File: src/pkg/qsf_defines.svh
// Purpose: Constants of the serial flash bus front end
// Assumes: sys_clk at 100 MHz
// Notes:   Instruction codes, reset timing
`ifndef QSF_DEFINES_SVH
`define QSF_DEFINES_SVH
`define QSF_OP_READ    8'h03
`define QSF_OP_FAST    8'h0b
`define QSF_OP_DOUT2   8'h3b
`define QSF_OP_DIO2    8'hbb
`define QSF_OP_DOUT4   8'h6b
`define QSF_OP_DIO4    8'heb
`define QSF_OP_WORD4   8'he7
`define QSF_OP_OCT4    8'he3
`define QSF_OP_PROG    8'h02
`define QSF_OP_ERASE   8'h20
`define QSF_OP_WRSTAT  8'h01
`define QSF_OP_ENTER4L 8'h38
`define QSF_OP_EXIT4L  8'hff
`define QSF_OP_RSTEN   8'h66
`define QSF_OP_RST     8'h99
`define QSF_CLK_NS     10
`define QSF_TRST_NS    30000
`define QSF_TRST_CYC   ((`QSF_TRST_NS + `QSF_CLK_NS - 1) / `QSF_CLK_NS)
`define QSF_FULL_KB    14'h2000
`endif

File: src/pkg/qsf_pkg.sv
// Purpose: Types of the serial flash bus front end
// Assumes: nothing
// Notes:   States are Gray coded along the usual path
package qsf_pkg;
  typedef enum logic [2:0] {
    QSF_IDLE  = 3'h0,
    QSF_CMD   = 3'h1,
    QSF_ADDR  = 3'h3,
    QSF_DUMMY = 3'h2,
    QSF_DOUT  = 3'h6,
    QSF_DIN   = 3'h7,
    QSF_SKIP  = 3'h5
  } qsf_state_type;
  typedef enum logic [1:0] {QSF_L1 = 2'h0, QSF_L2 = 2'h1, QSF_L4 = 2'h2} qsf_lane_type;
  typedef struct packed {
    logic       rst_n;
    logic       cs_n;
    logic       sclk;
    logic [3:0] dl;
  } qsf_pins_type;
  typedef struct packed {
    logic       quad_enable_bit;
    logic       hold_reset_sel;
    logic [1:0] status_protect_bits;
    logic       protect_complement_bit;
    logic       sector_granularity_bit;
    logic       top_bottom_bit;
    logic [2:0] block_protect;
  } qsf_cfg_type;
  typedef struct packed {
    qsf_state_type st;
    qsf_pins_type  sy1;
    qsf_pins_type  sy2;
    logic          sclk_p;
    logic          cs_p;
    logic          sel;
    logic          hold;
    logic          four_line;
    qsf_lane_type  lanes;
    logic [3:0]    cnt;
    logic [7:0]    shi;
    logic [7:0]    sho;
    logic [7:0]    cmd;
    logic [1:0]    abytes;
    logic [3:0]    dmy;
    logic          rst_armed;
    logic [11:0]   busy;
    logic          cmd_valid;
    logic [23:0]   addr;
    logic          rx_valid;
    logic [7:0]    rx_byte;
    logic          pop;
    logic [3:0]    dl_o;
    logic [3:0]    drv;
    logic [3:0]    dl_oe;
    logic          sr_block;
    logic [13:0]   prot_kb;
    logic          prot_top;
  } qsf_regs_type;
endpackage

File: src/hw/qsf_front_end.sv
// Purpose: Serial bus front end of a quad serial flash
// Assumes: sclk, cs_n and data lines come from the host, sampled by sys_clk
// Notes:   Read data comes from a FIFO; received bytes leave as pulses
// Operation
// Chip select high deselects and releases every driven data line.
// No instruction until chip select falls after power-up.
// Single-line mode samples serial_in_line on sclk rising edges.
// Read data leaves on sclk falling edges on active lines.
// Only bus modes 0 and 3; clock idle level at select edges.
// Codes 3Bh and BBh use data lines 0 and 1 both ways; 3Bh takes its address on line 0 alone.
// Quad reads 6Bh, EBh, E7h, E3h use all four data lines.
// Quad instructions run only with quad_enable_bit set.
// Write-protect low with protect bits blocks status writes.
// Block protect bits choose a region from one sector to all.
// Hold low while selected floats output, ignores input and clock.
// Write-protect and hold exist only while quad_enable_bit is clear.
// Line 3 is hold or reset by a setting when quad disabled.
// A dedicated reset input works regardless of quad_enable_bit.
// Code 38h enters four_line_instruction_mode, FFh leaves it.
// In four_line_instruction_mode the code takes two clocks.
// Exactly one of the two instruction modes is active.
// Power-up and software reset start in single-line instruction mode.
// Entering four_line_instruction_mode needs quad_enable_bit set.
// Hold acts and releases only while sclk is low.
// quad_enable_bit clear leaves the shared pin as hold.
// A setting picks hold or active-low reset for line 3.
// Reset needs 66h then 99h; commands ignored about 30 us.
// All fields move most significant bit first.
`include "qsf_defines.svh"

////////////////////////////////////////////////////////////////////////
// Read data buffer
module qsf_fifo
  import qsf_pkg::*;
#(
  parameter int W = 8,
  parameter int D = 16
) (
  // Clock and reset
  input  wire logic         sys_clk,
  input  wire logic         rstn,
  // Fill side
  input  wire logic         s_valid,
  output logic              s_ready,
  input  wire logic [W-1:0] s_data,
  // Drain side
  output logic              m_valid,
  input  wire logic         m_ready,
  output logic [W-1:0]      m_data
);
  localparam int A = $clog2(D);
  typedef struct packed {
    logic [A:0] wp;
    logic [A:0] rp;
    logic       full;
    logic       empty;
  } qsf_fifo_type;
  qsf_fifo_type      q;
  qsf_fifo_type      d;
  logic [W-1:0]      mem [D];
  logic              push;
  logic              pull;
  logic [A:0]        fill;

  assign push    = s_valid & ~q.full;
  assign pull    = m_ready & ~q.empty;
  assign s_ready = ~q.full;
  assign m_valid = ~q.empty;
  assign m_data  = mem[q.rp[A-1:0]];

  // Flags are kept as flops so ready never ripples
  always_comb begin
    d = q;
    if (push) begin
      d.wp = q.wp + 1'b1;
    end
    if (pull) begin
      d.rp = q.rp + 1'b1;
    end
    fill    = d.wp - d.rp;
    d.full  = fill == (A+1)'(D);
    d.empty = fill == '0;
    if (!rstn) begin
      d = '{wp: '0, rp: '0, full: 1'b0, empty: 1'b1};
    end
  end

  always_ff @(posedge sys_clk) begin
    q <= d;
    if (push) begin
      mem[q.wp[A-1:0]] <= s_data;
    end
  end
endmodule // qsf_fifo

////////////////////////////////////////////////////////////////////////
// Front end
module qsf_front_end
  import qsf_pkg::*;
#(
  parameter int FIFO_DEPTH = 16
) (
  // Clock and reset
  input  wire logic        sys_clk,
  input  wire logic        rstn,
  // Bus pins from the host
  input  wire logic        sclk,
  input  wire logic        cs_n,
  input  wire logic        rst_pin_n,
  input  wire logic [3:0]  data_line_in,
  output logic [3:0]       data_line_out,
  output logic [3:0]       data_line_oe,
  // Status settings
  input  qsf_cfg_type      cfg,
  // Read data source
  input  wire logic        rd_valid,
  input  wire logic [7:0]  rd_data,
  output logic             rd_ready,
  // Decoded traffic
  output logic             cmd_valid,
  output logic [7:0]       cmd_code,
  output logic [23:0]      addr,
  output logic             rx_valid,
  output logic [7:0]       rx_byte,
  // Mode and protection
  output logic             four_line_instruction_mode,
  output logic             hold_active,
  output logic             reset_busy,
  output logic             status_write_blocked,
  output logic [13:0]      prot_kb,
  output logic             prot_top
);
  localparam qsf_pins_type PIN_IDLE = '{rst_n: 1'b1, cs_n: 1'b0, sclk: 1'b0, dl: 4'hf};
  localparam qsf_regs_type RST = '{sy1: PIN_IDLE, sy2: PIN_IDLE, st: QSF_IDLE,
                                   lanes: QSF_L1, default: '0};
  qsf_regs_type q;
  qsf_regs_type d;
  qsf_pins_type pins;
  qsf_pins_type s;
  logic         rise;
  logic         fall;
  logic         cs_fall;
  logic         hold_fn;
  logic         pin_rst;
  logic [3:0]   step;
  logic [7:0]   nshi;
  logic [3:0]   ncnt;
  logic         byte_done;
  logic         head_valid;
  logic [7:0]   head;
  logic         fifo_ready;

  function automatic logic is_quad(input logic [7:0] c);
    return c == `QSF_OP_DOUT4 || c == `QSF_OP_DIO4 || c == `QSF_OP_WORD4 || c == `QSF_OP_OCT4;
  endfunction

  function automatic logic is_read(input logic [7:0] c);
    return c == `QSF_OP_READ || c == `QSF_OP_FAST || c == `QSF_OP_DOUT2 ||
           c == `QSF_OP_DIO2 || is_quad(c);
  endfunction

  // Dummy clocks between address and data
  function automatic logic [3:0] dummy_of(input logic [7:0] c);
    case (c)
      `QSF_OP_FAST, `QSF_OP_DOUT2, `QSF_OP_DOUT4: return 4'h8;
      `QSF_OP_DIO2, `QSF_OP_WORD4: return 4'h4;
      `QSF_OP_DIO4: return 4'h6;
      `QSF_OP_OCT4: return 4'h2;
      default: return 4'h0;
    endcase
  endfunction

  ////////////////////////////////////////////////////////////////////
  // Read data FIFO, drained one byte per loaded output byte
  qsf_fifo #(.W(8), .D(FIFO_DEPTH)) u_fifo (
    .sys_clk (sys_clk),
    .rstn    (rstn),
    .s_valid (rd_valid),
    .s_ready (fifo_ready),
    .s_data  (rd_data),
    .m_valid (head_valid),
    .m_ready (q.pop),
    .m_data  (head)
  );

  ////////////////////////////////////////////////////////////////////
  // Edge finding on the synchronised pins
  assign pins    = '{rst_n: rst_pin_n, cs_n: cs_n, sclk: sclk, dl: data_line_in};
  assign s       = q.sy2;
  assign cs_fall = ~s.cs_n & q.cs_p;
  // Held or deselected cycles see no clock edges
  assign rise    = s.sclk & ~q.sclk_p & q.sel & ~q.hold & ~s.cs_n;
  assign fall    = ~s.sclk & q.sclk_p & q.sel & ~q.hold & ~s.cs_n;
  assign hold_fn = ~cfg.quad_enable_bit & ~cfg.hold_reset_sel;
  // Dedicated pin always resets; shared line only as reset role
  assign pin_rst = ~s.rst_n |
                   (~cfg.quad_enable_bit & cfg.hold_reset_sel & ~s.dl[3]);
  assign step    = (q.lanes == QSF_L1) ? 4'h1 : (q.lanes == QSF_L2) ? 4'h2 : 4'h4;
  assign ncnt    = q.cnt + step;
  assign byte_done = ncnt == 4'h8;

  // Input shift, first bit received lands highest
  always_comb begin
    unique case (q.lanes)
      QSF_L1:  nshi = {q.shi[6:0], s.dl[0]};
      QSF_L2:  nshi = {q.shi[5:0], s.dl[1:0]};
      default: nshi = {q.shi[3:0], s.dl};
    endcase
  end

  ////////////////////////////////////////////////////////////////////
  // Next state
  always_comb begin
    d           = q;
    d.sy1       = pins;
    d.sy2       = q.sy1;
    d.sclk_p    = s.sclk;
    d.cs_p      = s.cs_n;
    d.cmd_valid = 1'b0;
    d.rx_valid  = 1'b0;
    d.pop       = 1'b0;
    if (q.busy != 12'h000) begin
      d.busy = q.busy - 12'h001;
    end
    // Protection follows the settings and the write-protect pin
    d.sr_block = ~cfg.quad_enable_bit & ~s.dl[2] & cfg.status_protect_bits[0];
    d.prot_top = ~cfg.top_bottom_bit;
    if (cfg.block_protect == 3'h0) begin
      d.prot_kb = 14'h0000;
    end else if (cfg.block_protect == 3'h7) begin
      d.prot_kb = `QSF_FULL_KB;
    end else if (cfg.sector_granularity_bit) begin
      d.prot_kb = (cfg.block_protect > 3'h4) ? 14'h0020 : 14'h0004 << (cfg.block_protect - 3'h1);
    end else begin
      d.prot_kb = 14'h0040 << (cfg.block_protect - 3'h1);
    end
    if (cfg.protect_complement_bit) begin
      d.prot_kb = `QSF_FULL_KB - d.prot_kb;
    end
    // Hold follows line 3 only while sclk is low, so a high clock waits for its fall; deselect or loss of the hold role clears it at once
    if (!s.cs_n && hold_fn && !s.sclk) begin
      d.hold = ~s.dl[3];
    end else if (s.cs_n || !hold_fn) begin
      d.hold = 1'b0;
    end
    if (s.cs_n) begin
      d.sel = 1'b0;
      d.st  = QSF_IDLE;
      d.drv = 4'h0;
    end else if (cs_fall && q.busy == 12'h000) begin
      // Clock idle level is free at select, so modes 0 and 3 both work
      d.sel   = 1'b1;
      d.st    = QSF_CMD;
      d.cnt   = 4'h0;
      d.lanes = q.four_line ? QSF_L4 : QSF_L1;
    end else begin
      unique case (q.st)
        QSF_CMD: begin
          if (rise) begin
            d.shi = nshi;
            d.cnt = ncnt;
            if (byte_done) begin
              d.cnt       = 4'h0;
              d.cmd       = nshi;
              d.cmd_valid = 1'b1;
              d.rst_armed = nshi == `QSF_OP_RSTEN;
              d.dmy       = dummy_of(nshi);
              d.abytes    = 2'h2;
              d.st        = QSF_DIN;
              d.lanes     = q.four_line ? QSF_L4 : QSF_L1;
              if (is_quad(nshi) && !cfg.quad_enable_bit) begin
                d.st = QSF_SKIP;
              end else if (is_read(nshi) || nshi == `QSF_OP_PROG ||
                           nshi == `QSF_OP_ERASE) begin
                d.st = QSF_ADDR;
                if (!q.four_line && nshi == `QSF_OP_DIO2) begin
                  d.lanes = QSF_L2;
                end else if (!q.four_line && (nshi == `QSF_OP_DIO4 ||
                             nshi == `QSF_OP_WORD4 || nshi == `QSF_OP_OCT4)) begin
                  d.lanes = QSF_L4;
                end
              end else if (nshi == `QSF_OP_WRSTAT && q.sr_block) begin
                d.st = QSF_SKIP;
              end else if (nshi == `QSF_OP_ENTER4L) begin
                d.four_line = cfg.quad_enable_bit;
                d.st        = QSF_SKIP;
              end else if (nshi == `QSF_OP_EXIT4L) begin
                d.four_line = 1'b0;
                d.st        = QSF_SKIP;
              end else if (nshi == `QSF_OP_RSTEN) begin
                d.st = QSF_SKIP;
              end else if (nshi == `QSF_OP_RST) begin
                d.st = QSF_SKIP;
                if (q.rst_armed) begin
                  d.four_line = 1'b0;
                  d.busy      = 12'(`QSF_TRST_CYC);
                end
              end
            end
          end
        end
        QSF_ADDR: begin
          if (rise) begin
            d.shi = nshi;
            d.cnt = ncnt;
            if (byte_done) begin
              d.cnt    = 4'h0;
              d.addr   = {q.addr[15:0], nshi};
              d.abytes = q.abytes - 2'h1;
              if (q.abytes == 2'h0) begin
                if (!is_read(q.cmd)) begin
                  d.st    = QSF_DIN;
                  d.lanes = q.four_line ? QSF_L4 : QSF_L1;
                end else if (q.dmy != 4'h0) begin
                  d.st = QSF_DUMMY;
                end else begin
                  d.st = QSF_DOUT;
                end
              end
            end
          end
        end
        QSF_DUMMY: begin
          if (rise) begin
            d.dmy = q.dmy - 4'h1;
            if (q.dmy == 4'h1) begin
              d.st = QSF_DOUT;
            end
          end
        end
        QSF_DOUT: begin
          if (fall) begin
            unique case (q.lanes)
              QSF_L1: begin
                d.dl_o = {2'h0, q.sho[7], 1'b0};
                d.drv  = 4'h2;
              end
              QSF_L2: begin
                d.dl_o = {2'h0, q.sho[7:6]};
                d.drv  = 4'h3;
              end
              default: begin
                d.dl_o = q.sho[7:4];
                d.drv  = 4'hf;
              end
            endcase
            d.sho = q.sho << step;
            d.cnt = ncnt;
            if (byte_done) begin
              d.cnt = 4'h0;
              d.sho = head_valid ? head : 8'h00;
              d.pop = head_valid;
            end
          end
        end
        QSF_DIN: begin
          if (rise) begin
            d.shi = nshi;
            d.cnt = ncnt;
            if (byte_done) begin
              d.cnt      = 4'h0;
              d.rx_valid = 1'b1;
              d.rx_byte  = nshi;
            end
          end
        end
        default: begin
        end
      endcase
      // First output byte is taken on the way into the data phase
      if (d.st == QSF_DOUT && q.st != QSF_DOUT) begin
        d.cnt   = 4'h0;
        d.sho   = head_valid ? head : 8'h00;
        d.pop   = head_valid;
        d.lanes = (q.four_line || is_quad(q.cmd)) ? QSF_L4 :
                  (q.cmd == `QSF_OP_DOUT2 || q.cmd == `QSF_OP_DIO2) ? QSF_L2 : QSF_L1;
      end
    end
    // Pin reset restarts all but the synchronisers, edge history and read FIFO
    if (pin_rst) begin
      d        = RST;
      d.sy1    = pins;
      d.sy2    = q.sy1;
      d.sclk_p = s.sclk;
      d.cs_p   = s.cs_n;
    end
    d.dl_oe = (d.hold || s.cs_n || pin_rst) ? 4'h0 : d.drv;
    if (!rstn) begin
      d = RST;
    end
  end

  always_ff @(posedge sys_clk) begin
    q <= d;
  end

  ////////////////////////////////////////////////////////////////////
  // Outputs
  assign data_line_out              = q.dl_o;
  assign data_line_oe               = q.dl_oe;
  assign rd_ready                   = fifo_ready;
  assign cmd_valid                  = q.cmd_valid;
  assign cmd_code                   = q.cmd;
  assign addr                       = q.addr;
  assign rx_valid                   = q.rx_valid;
  assign rx_byte                    = q.rx_byte;
  assign four_line_instruction_mode = q.four_line;
  assign hold_active                = q.hold;
  assign reset_busy                 = q.busy != 12'h000;
  assign status_write_blocked       = q.sr_block;
  assign prot_kb                    = q.prot_kb;
  assign prot_top                   = q.prot_top;
endmodule // qsf_front_end

File: config.mk
export PLATFORM = sky130hd
export DESIGN_NAME = qsf_front_end
export DESIGN_NICKNAME = d
export VERILOG_FILES = /design/src/pkg/qsf_pkg.sv /design/src/hw/qsf_front_end.sv
export VERILOG_INCLUDE_DIRS = /design/src /design/src/pkg
export SDC_FILE = /design/constraint.sdc
export NUM_CORES = 1
export LEC_CHECK = 0
export BUFFER_PORTS_ARGS = -buffer_cell sky130_fd_sc_hd__buf_4
export CORE_MARGIN = 2
export CORE_UTILIZATION = 50
export CTS_BUF_LIST = sky130_fd_sc_hd__clkbuf_8
export CTS_CLUSTER_DIAMETER = 150
export DETAILED_ROUTE_END_ITERATION = 7
export HOLD_SLACK_MARGIN = 0.05
export PLACE_DENSITY = 0.79
export SYNTH_ARGS = -nofsm -noshare
export SYNTH_HDL_FRONTEND = slang
export SYNTH_SLANG_ARGS = --single-unit
File: constraint.sdc
create_clock -name sys_clk -period 4.8 [get_ports sys_clk]
set_clock_uncertainty 0.1 [all_clocks]
set_input_delay 0.96 -clock sys_clk [delete_from_list [all_inputs] [get_ports sys_clk]]
set_output_delay 0.96 -clock sys_clk [all_outputs]
set_load 0.01 [all_outputs]
Yosys cells after proc, flatten, opt, wreduce, memory -nomap -nowiden
Memory sizes are Yosys's and may differ from the RTL's. A register that Yosys moved wholly into a read port is not among the register bits.
Cells that the tools add are included.
{ "classes": {"reduce_logical": 71, "shift": 3, "n_eq_ne": 50, "n_addsub": 9, "bitwise_logic": 37, "order_cmp": 1, "muxes": 104} }
{ "op_table": {"columns": ["op", "n"], "rows": [
  ["12-bit two-way mux", 10],
  ["114-bit two-way mux", 1],
  ["14-bit two-way mux", 7],
  ["89-bit two-way mux", 1],
  ["86-bit two-way mux", 1],
  ["8-bit equality test (second input constant)", 10],
  ["24-bit two-way mux", 3],
  ["28-bit two-way mux", 2],
  ["3-bit two-way mux", 17],
  ["8-bit two-way mux", 6],
  ["9-bit two-way mux", 5],
  ["8-bit by 6-bit equality test with 1-bit output (second input constant)", 4],
  ["4-bit inequality test (second input constant)", 8],
  ["4-bit case mux with 4 select lines", 2],
  ["8-bit case mux with 2 select lines", 2],
  ["2-bit two-way mux", 14],
  ["8-bit by 2-bit equality test with 1-bit output (second input constant)", 3],
  ["8-bit by 7-bit equality test with 1-bit output (second input constant)", 3],
  ["8-bit case mux with 3 select lines", 1],
  ["1-bit logical OR", 23],
  ["4-bit two-way mux", 5],
  ["1-bit NOT", 20],
  ["6-bit two-way mux", 3],
  ["6-bit AND reduction", 3],
  ["52 further kinds", 121]
]} }
{ "totals": {"mem_count": 1, "ramBits": 128, "out_inout_bits": 70, "ff_bits": 146, "wordCells": 315} }
{ "memory_table": {"columns": ["memory", "depth", "word_bits", "read_ports", "rd_ports_with_merged_regs", "wr", "line", "rtl"], "rows": [
  ["u_fifo.mem", 16, 8, 1, 1, 1, "qsf_front_end.sv:60", "logic [W-1:0] mem [D];"]
]} }

Longest topological paths before layout
Gate-level depths: netlist of run 1.
{ "depth": {"depth_word": 25, "ltp_mapped": 17, "depth_no_buf": 13} }

Modules after synthesis
A second synthesis of run 1 with hierarchy kept.
{ "unflattened": {"hier_cells": 1162, "hier_area_um2": 12791.0} }
{ "by_module_without_submodules": {"columns": ["module", "cells_each", "area_per_inst_um2", "instances"], "rows": [
  ["qsf_front_end", 858, 7050.5, 1],
  ["qsf_fifo", 304, 5740.5, 1]
]} }

Least setup slack after synthesis of run 1
Ideal clock, no wire load.
{ "synth_timing": {"kind": "flip-flop to flip-flop", "start": "register q[111] in the netlist's numbering", "end": "register q[64] in the netlist's numbering", "period_less_slack_ns": 3.997, "t_arrival_ns": 3.768, "slack_ns": 0.803, "path_stages_with_launch": 17, "cell_sequence": "dfxtp_1 -> buf_2 -> buf_1 -> buf_1 -> clkbuf_1 -> nand2b_1 -> inv_1 -> ha_1 -> a21o_1 -> a21oi_2 -> mux2i_2 -> or4_1 -> or3_4 -> nor4b_4 -> nand2_2 -> nand2_2 -> a211oi_1"} }
{ "synth_between": {"elab_chain_len": 16} }
{ "synth_rtl": {"columns": ["item", "line", "rtl"], "rows": [
  ["start, declared", "qsf_front_end.sv:136", "qsf_regs_type q;"],
  ["start signal, assigned", "qsf_front_end.sv:394", "q <= d;"],
  ["parallel branches: the longest is 11 deep, another holds 12-bit two-way mux", null, null],
  ["28-bit two-way mux *", "qsf_front_end.sv:262", "if (byte_done) begin"],
  ["28-bit two-way mux *", "qsf_front_end.sv:259", "if (rise) begin"],
  ["14-bit two-way mux *", "qsf_front_end.sv:257", "unique case (q.st)"],
  ["86-bit two-way mux *", "qsf_front_end.sv:250", "end else if (cs_fall && q.busy == 12'h000) begin"],
  ["89-bit two-way mux *", "qsf_front_end.sv:246", "if (s.cs_n) begin"]
]} }
Mark *: on every way between the ends. The select of a mux whose other input is x is not followed.
A chain may end at the register's enable or synchronous reset.

Worst setup path after layout of run 1
{ "layout_timing": {"start": "register q[111] in the netlist's numbering", "end": "register q[90] in the netlist's numbering"} }
{ "layout_between": {"elab_chain_len": 20} }
{ "layout_rtl": {"columns": ["item"], "rows": [
  ["parallel branches: the longest is 20 deep, another holds 8-bit case mux with 2 select lines"]
]} }
Parallel ways; which one is timed is not known. The select of a mux whose other input is x is not followed.

==> results.yml, run 1 <==
outcome:
  status: "finished, final reports clean"
yosys:
  synth_seq_cells: 271
  synthArstFlopShare_pct: 0
  synth_fa_ha_area_share_pct: 2.18
  synth_top_family_by_area: "simple AND/OR/NAND/NOR gates"
  synth.distinct_cells: 81
  ys.flop_type: "dfxtp_1"
  synthSimpleGateAreaFrac_pct: 16.3
  syn_area_um2: 12400
  synth-xor-area-share_pct: 2.05
  yosysSeqAreaShare_pct: 54.2
  synth_mux_area_share_pct: 10.0
  synth-compound-area-share_pct: 9.08
  synth_edf_count: 128
  syn_avg_cell_area_um2: 11.1
  synthCells: 1117
  ys_warn_count: 0
worst_setup_path:
  r2r_slack_ns: 0.94
  cp_slowest_cell: "o31ai_2"
  critPathKind: "reg2reg"
  worst-path-max-fanout: 11
  critPathBufInv: 1
  critPathLaunchType: "flip-flop"
  cp_top_family: "compound AO/OA/AOI/OAI gates"
  cp.depth: 13
  critPathCaptureType: "flip-flop"
  crit-reg2reg-launch: "q[111]"
  path_cells: "nor2_1, ha_1, inv_1, fa_1, nand2b_1, nor3b_2, mux2_2, nand2_4, o41ai_4, o2111ai_2, o31ai_2, nand3_1, a21oi_1"
  worst_path_largest_cell_delay_ns: 0.62
  required_ns: 5.18
  reg2regPathDepth: 13
  crit_arrival_ns: 4.24
  reg2reg_to: "q[90]"
clocking:
  cts_tree: "done"
  cts_setup_buffers: 0
  cts_buffer_depth: 3
  cts-resized-gates: 0
  cts_root_buffer: "clkbuf_8"
  cts.sinks: 271
  path_clk_slew_ns: 0.06
  clock_latency_ns: 0.57
  holdBufCountCts: 0
  cts_buffers: 44
  htreeDepth: 2
finish:
  instances_no_fill: 1508
  drive_gt1_share_pct: 19.9
  antenna_cells: 0
  fin_util_pct: 56.5
  synthToLayoutAreaGrowth_pct: 11.1
  final_nets: 1202
run:
  maxCapViolCount: 0
route:
  routed_wl_um: 25100
  firstDrtPassIters: 5
  ant_nets: 0
  drtIter0Drc: 727
  wire_per_inst_um: 16.6
  num_vias: 8282
  vias_per_cell: 5.49
  drc_errors: 0
sta:
  setup_violations: 0
  setup_tns_ns: 0
  slew_headroom_pct: 25.5
  layout_setup_ws_ns: 0.938
  rsz0062_at_grt: "false"
  final_hold_viol_count: 0
  finalCriticalPeriod_ns: 3.86
  tightest_slew_ns: 1.09
  slew_violations: 0
  holdWs_ns: 0.292
  max_freq_ghz: 0.259
  fin_crit_sh_pct: 80.5
floorplan:
  core_area_um2: 24300
  die_h_um: 161
  rows: 57
  ioPinCount: 98
  fp.dieW_um: 161
  die_area_um2: 26000
  start_util_pct: 50.9
global_routing:
  antenna_found_initial: 0
  grt-ovfl-total: 0
  grt_usage_pct: 19.2
  grt_pass1_wl_um: 40300
  grt_max_degree: 49
  grt_pass1_vias: 7887
min_path:
  whs_endpoint: "q[119]"
  hold_path_startpoint: "q[126]"
  hold_depth: 1
  hold_path_class: "reg2reg"
placement:
  place.port_buffers: 94
  hpwl_um: 17700
  routabilityCongestion: 0.939
  dpl.cell_count: 1431
  place_ws_ns: 0.969
power:
  p_leak_nw: 4.92
  peakVddDrop_mv: 0.332
  powerDensity_nw_per_um2: 332
cells in the final DEF, fill, tap and decap left out, drive strengths merged, types with 4 or more instances in the layout:
cell	netlist	final
a2111oi	5	5
a211oi	8	8
a21o	4	4
a21oi	81	81
a22o	4	4
a22oi	5	5
a31oi	9	9
and2	35	35
and3	8	8
buf	77	105
clkbuf	39	49
clkinv	0	15
dfxtp	143	143
edfxtp	128	128
ha	20	20
inv	21	33
mux2i	30	30
mux4	40	40
nand2	133	133
nand2b	21	21
nand3	22	22
nand3b	4	4
nand4	8	8
nor2	106	106
nor2b	14	14
nor3	30	30
nor3b	6	6
o21a	6	6
o21ai	33	33
o31ai	5	5
or3	4	4
xnor2	20	20
xor2	9	9
area by class of cell:
class	count	area (µm²)
fillers	1953	10600
flip-flops and latches	271	6710
multi-input cells	710	4920
repair buffers	105	788
clock buffers	49	674
well taps	324	405
clock inverters	28	168
inverters	21	78.8
sequential cells by signal, summed over array words and instances, names as in the netlist, 4 cells and up:
register       count
addr              24
cmd_code           8
data_line_oe       4
data_line_out      4
prot_kb           12
q                 65
rx_byte            8
u_fifo.mem       128
u_fifo.q          12
per-stage QoR:
| stage | power [mW] | cell area (µm²) |
|---|---|---|
| 2_1_floorplan | 2.66 | 12400 |
| 3_5_place_dp | 2.73 | 12900 |
| 4_1_cts | 4.60 | 13700 |
| 3_3_place_gp | 2.72 | 12900 |
| 6_report | 4.57 | 13700 |
| 5_1_grt | 4.74 | 13700 |
worst max path at each step:
stage	startpoint	to	slack (ns)
global route	q[111]	q[97]	0.55
global placement	q[111]	q[90]	1.13
finish	q[111]	q[90]	0.94
detailed placement	q[111]	q[90]	0.97
floorplan	q[111]	q[64]	0.80
CTS	q[111]	q[90]	0.95
metal layers:
layer | routed length (µm) | track usage (%) | vias up
met3 | 1600 | 3.42 | 31
met5 | 0 | 0 | -
met1 | 10900 | 25.7 | 3964
met2 | 12300 | 32.5 | 279
met4 | 308 | 4.95 | 0
li1 | - | - | 4008
worst register-to-register path, delay by kind of cell, from the launching register on:
family | cells | cell delay (ns)
AOI/OAI and AO/OA | 4 | 1.46
buffers and inverters | 1 | 0.06
and+or+nand+nor | 5 | 0.79
adders and majority gates | 2 | 0.69
muxes | 1 | 0.32
DFF | 1 | 0.37
cells in the mapped netlist, drive strengths merged (2+ instances only):
library cell | count | area share (%)
a21o | 4 | 0.24
nand2 | 133 | 4.1
nor2b | 14 | 0.71
mux2 | 3 | 0.27
a31oi | 9 | 0.46
or3 | 4 | 0.24
xor2 | 9 | 0.64
nand3 | 22 | 0.93
a41oi | 2 | 0.14
nand4 | 8 | 0.46
a22oi | 5 | 0.30
nand2b | 21 | 1.1
and4 | 2 | 0.14
mux2i | 30 | 2.5
a21boi | 2 | 0.12
o221a | 2 | 0.18
o2111ai | 2 | 0.19
a22o | 4 | 0.28
o21ai | 33 | 1.3
clkbuf | 39 | 1.2
inv | 21 | 0.64
nand3b | 4 | 0.24
nor3 | 30 | 1.3
nor4b | 3 | 0.38
o21a | 6 | 0.36
buf | 77 | 4.3
nand4b | 2 | 0.14
xnor2 | 20 | 1.4
o311ai | 2 | 0.14
and2 | 35 | 1.8
mux4 | 40 | 7.3
a21oi | 81 | 3.4
or2 | 3 | 0.15
a2111oi | 5 | 0.40
ha | 20 | 2.0
o31ai | 5 | 0.38
and3 | 8 | 0.40
nor2 | 106 | 3.3
nor4 | 3 | 0.15
o22ai | 2 | 0.10
nor3b | 6 | 0.50
edfxtp | 128 | 31
dfxtp | 143 | 23
a211oi | 8 | 0.53
power by group:
part,switching (mW),internal [mW]
Clock,0.889,0.997
Combinational,0.128,0.0827
Sequential,0.0175,2.45
logic make-up after synthesis:
group,after synthesis
AOI/OAI and AO/OA,177
DFF,271
muxes,73
and+or+nand+nor,408
other,1
xor gates and xnor gates,29
adders and majority gates,21
buffers and inverters,137
Note: power is estimated with default switching activity, not from simulation.
==> inputs of run 2 (changes only) <==
Settings changed: PLACE_DENSITY 0.79 to 0.82.
Clock period 4.8 ns to 3.29 ns, I/O delays scaled along.
==> run 2 against run 1 <==
Effect of this change:
- the flow now finishes with violations (negative setup slack)
- die area is the same
- final cell count is 3.6% higher
- first-iteration DRC count grew 16%
- fmax increased by 15%
- clock-buffer cell count unchanged
- critical path depth up 2
- critical path type unchanged
==> results.yml, run 2 (same netlist as run 1, synthesis figures left out) <==
floorplan:
  die_area_um2: 26000
  rows: 57
  ioPinCount: 98
  core_area_um2: 24300
  fp.dieW_um: 161
  start_util_pct: 50.9
  die_h_um: 161
finish:
  layout_common_cells: "151 x buf_4, 141 x dfxtp_1, 129 x nand2_1"
  final_cell_area_um2: 14400
  synthToLayoutAreaGrowth_pct: 16.7
  regArea_um2: 6710
  final_nets: 1255
  layout_commonest_cell: "buf_4"
  largest_reg_flops: 128
  n_fill_cell: 1875
  instances_no_fill: 1562
  antenna_cells: 0
  multi_input_area_um2: 5110
  drive_gt1_share_pct: 25.9
sta:
  setup_violations: 14
  final_hold_viol_count: 0
  fin_crit_sh_pct: 102
  slew_violations: 0
  setup_tns_ns: -0.396
  finalCriticalPeriod_ns: 3.35
  rsz0062_at_grt: "true"
  tightest_slew_ns: 0.785
  layout_setup_ws_ns: -0.0595
  max_freq_ghz: 0.299
  slew_headroom_pct: 47.3
clocking:
  cts.sinks: 271
  htreeDepth: 2
  cts_buffers: 43
  path_clk_slew_ns: 0.06
  cts_buffer_depth: 3
  cts_tree: "done"
  cts_root_buffer: "clkbuf_8"
  clock_latency_ns: 0.57
placement:
  place.port_buffers: 94
  routabilityCongestion: 0.897
  place_ws_ns: -0.0916
  hpwl_um: 18300
  place_area_um2: 13300
  dpl.cell_count: 1473
worst_setup_path:
  critPathLaunchType: "flip-flop"
  crit_top_cell: "buf_4"
  worst-path-max-fanout: 3
  reg2reg_to: "four_line_instruction_mode"
  critPathKind: "reg2reg"
  cp_top_family: "simple AND/OR/NAND/NOR gates"
  crit-reg2reg-launch: "q[111]"
  startpoint: "q[111]"
  path_cells: "nor2_4, ha_4, inv_2, fa_1, nand2b_1, nor3b_2, buf_4, mux2i_2, or4_4, or3_4, buf_4, nor3_2, nand3_1, mux2i_1, nor2_1"
  reg2regPathDepth: 15
  worst_path_largest_cell_delay_ns: 0.50
  r2r_slack_ns: -0.06
  required_ns: 3.64
  crit_arrival_ns: 3.70
  cp_slowest_cell: "fa_1"
  critPathBufInv: 3
  critPathCaptureType: "flip-flop"
global_routing:
  grt-ovfl-total: 0
  grt_usage_pct: 20.1
  antenna_found_initial: 0
  grt_max_degree: 35
  grt_pass1_vias: 8257
  grt_pass1_wl_um: 42200
power:
  powerDensity_nw_per_um2: 477
  p_leak_nw: 5.26
  peakVddDrop_mv: 0.457
  total_power_mw: 6.89
run:
  maxCapViolCount: 0
route:
  vias_per_cell: 5.51
  drc_errors: 0
  wire_per_inst_um: 17.1
  drtIter0Drc: 843
  routed_wl_um: 26700
  firstDrtPassIters: 6
  ant_nets: 0
  num_vias: 8611
min_path:
  whs_endpoint: "prot_top"
  hold_path_class: "in2reg"
  hold_depth: 2
  hold_path_startpoint: "cfg[3]"
outcome:
  status: "finished with violations"
  violations: "negative setup slack"
-- run 2: per-layer routing --
metal	part of all wire (%)	global-route usage, %
met1	42	25.8
met2	50	34.3
met3	6.2	3.80
met4	2.1	7.02
met5	0	0
-- run 2: stage by stage --
stage	hold slack [ns]	util, %
6_report	0.159	59.3
5_1_grt	0.139	59.3
4_1_cts	0.149	58.4
3_5_place_dp	0.298	54.5
3_3_place_gp	0.296	54.5
2_1_floorplan	0.286	-
-- run 2: layout make-up --
| type | instances | area share [%] |
|---|---|---|
| clock buffers | 49 | 4.67 |
| clock inverters | 28 | 1.54 |
| inverters | 21 | 0.546 |
| multi-input cells | 711 | 35.4 |
| flip-flops and latches | 271 | 46.5 |
| well taps | 324 | 2.81 |
| repair buffers | 158 | 8.52 |
-- run 2: what timing repair did --
item,in CTS,in global routing
pin swaps,8,17
setup endpoints to repair,22,28
hold buffers,0,0
gates resized for setup,6,43
cloned,1,1
setup buffers,1,9
-- run 2: how the worst max path moves through the flow --
stage / endpoint / slack (ns) / cells past startpoint
2_1_floorplan: q[92] / -0.20 / 16
6_report: four_line_instruction_mode / -0.06 / 15
3_3_place_gp: q[92] / -0.03 / 14
5_1_grt: four_line_instruction_mode / -0.26 / 15
3_5_place_dp: q[93] / -0.09 / 14
4_1_cts: q[106] / 0.009 / 14
-- run 2: where the power goes --
| group | leakage, nW | total, mW | internal (mW) | switching, mW |
|---|---|---|---|---|
| Combinational | 2.44 | 0.335 | 0.136 | 0.198 |
| Sequential | 2.31 | 3.60 | 3.58 | 0.0230 |
| Clock | 0.506 | 2.95 | 1.62 | 1.33 |
| Total | 5.26 | 6.89 | 5.33 | 1.55 |
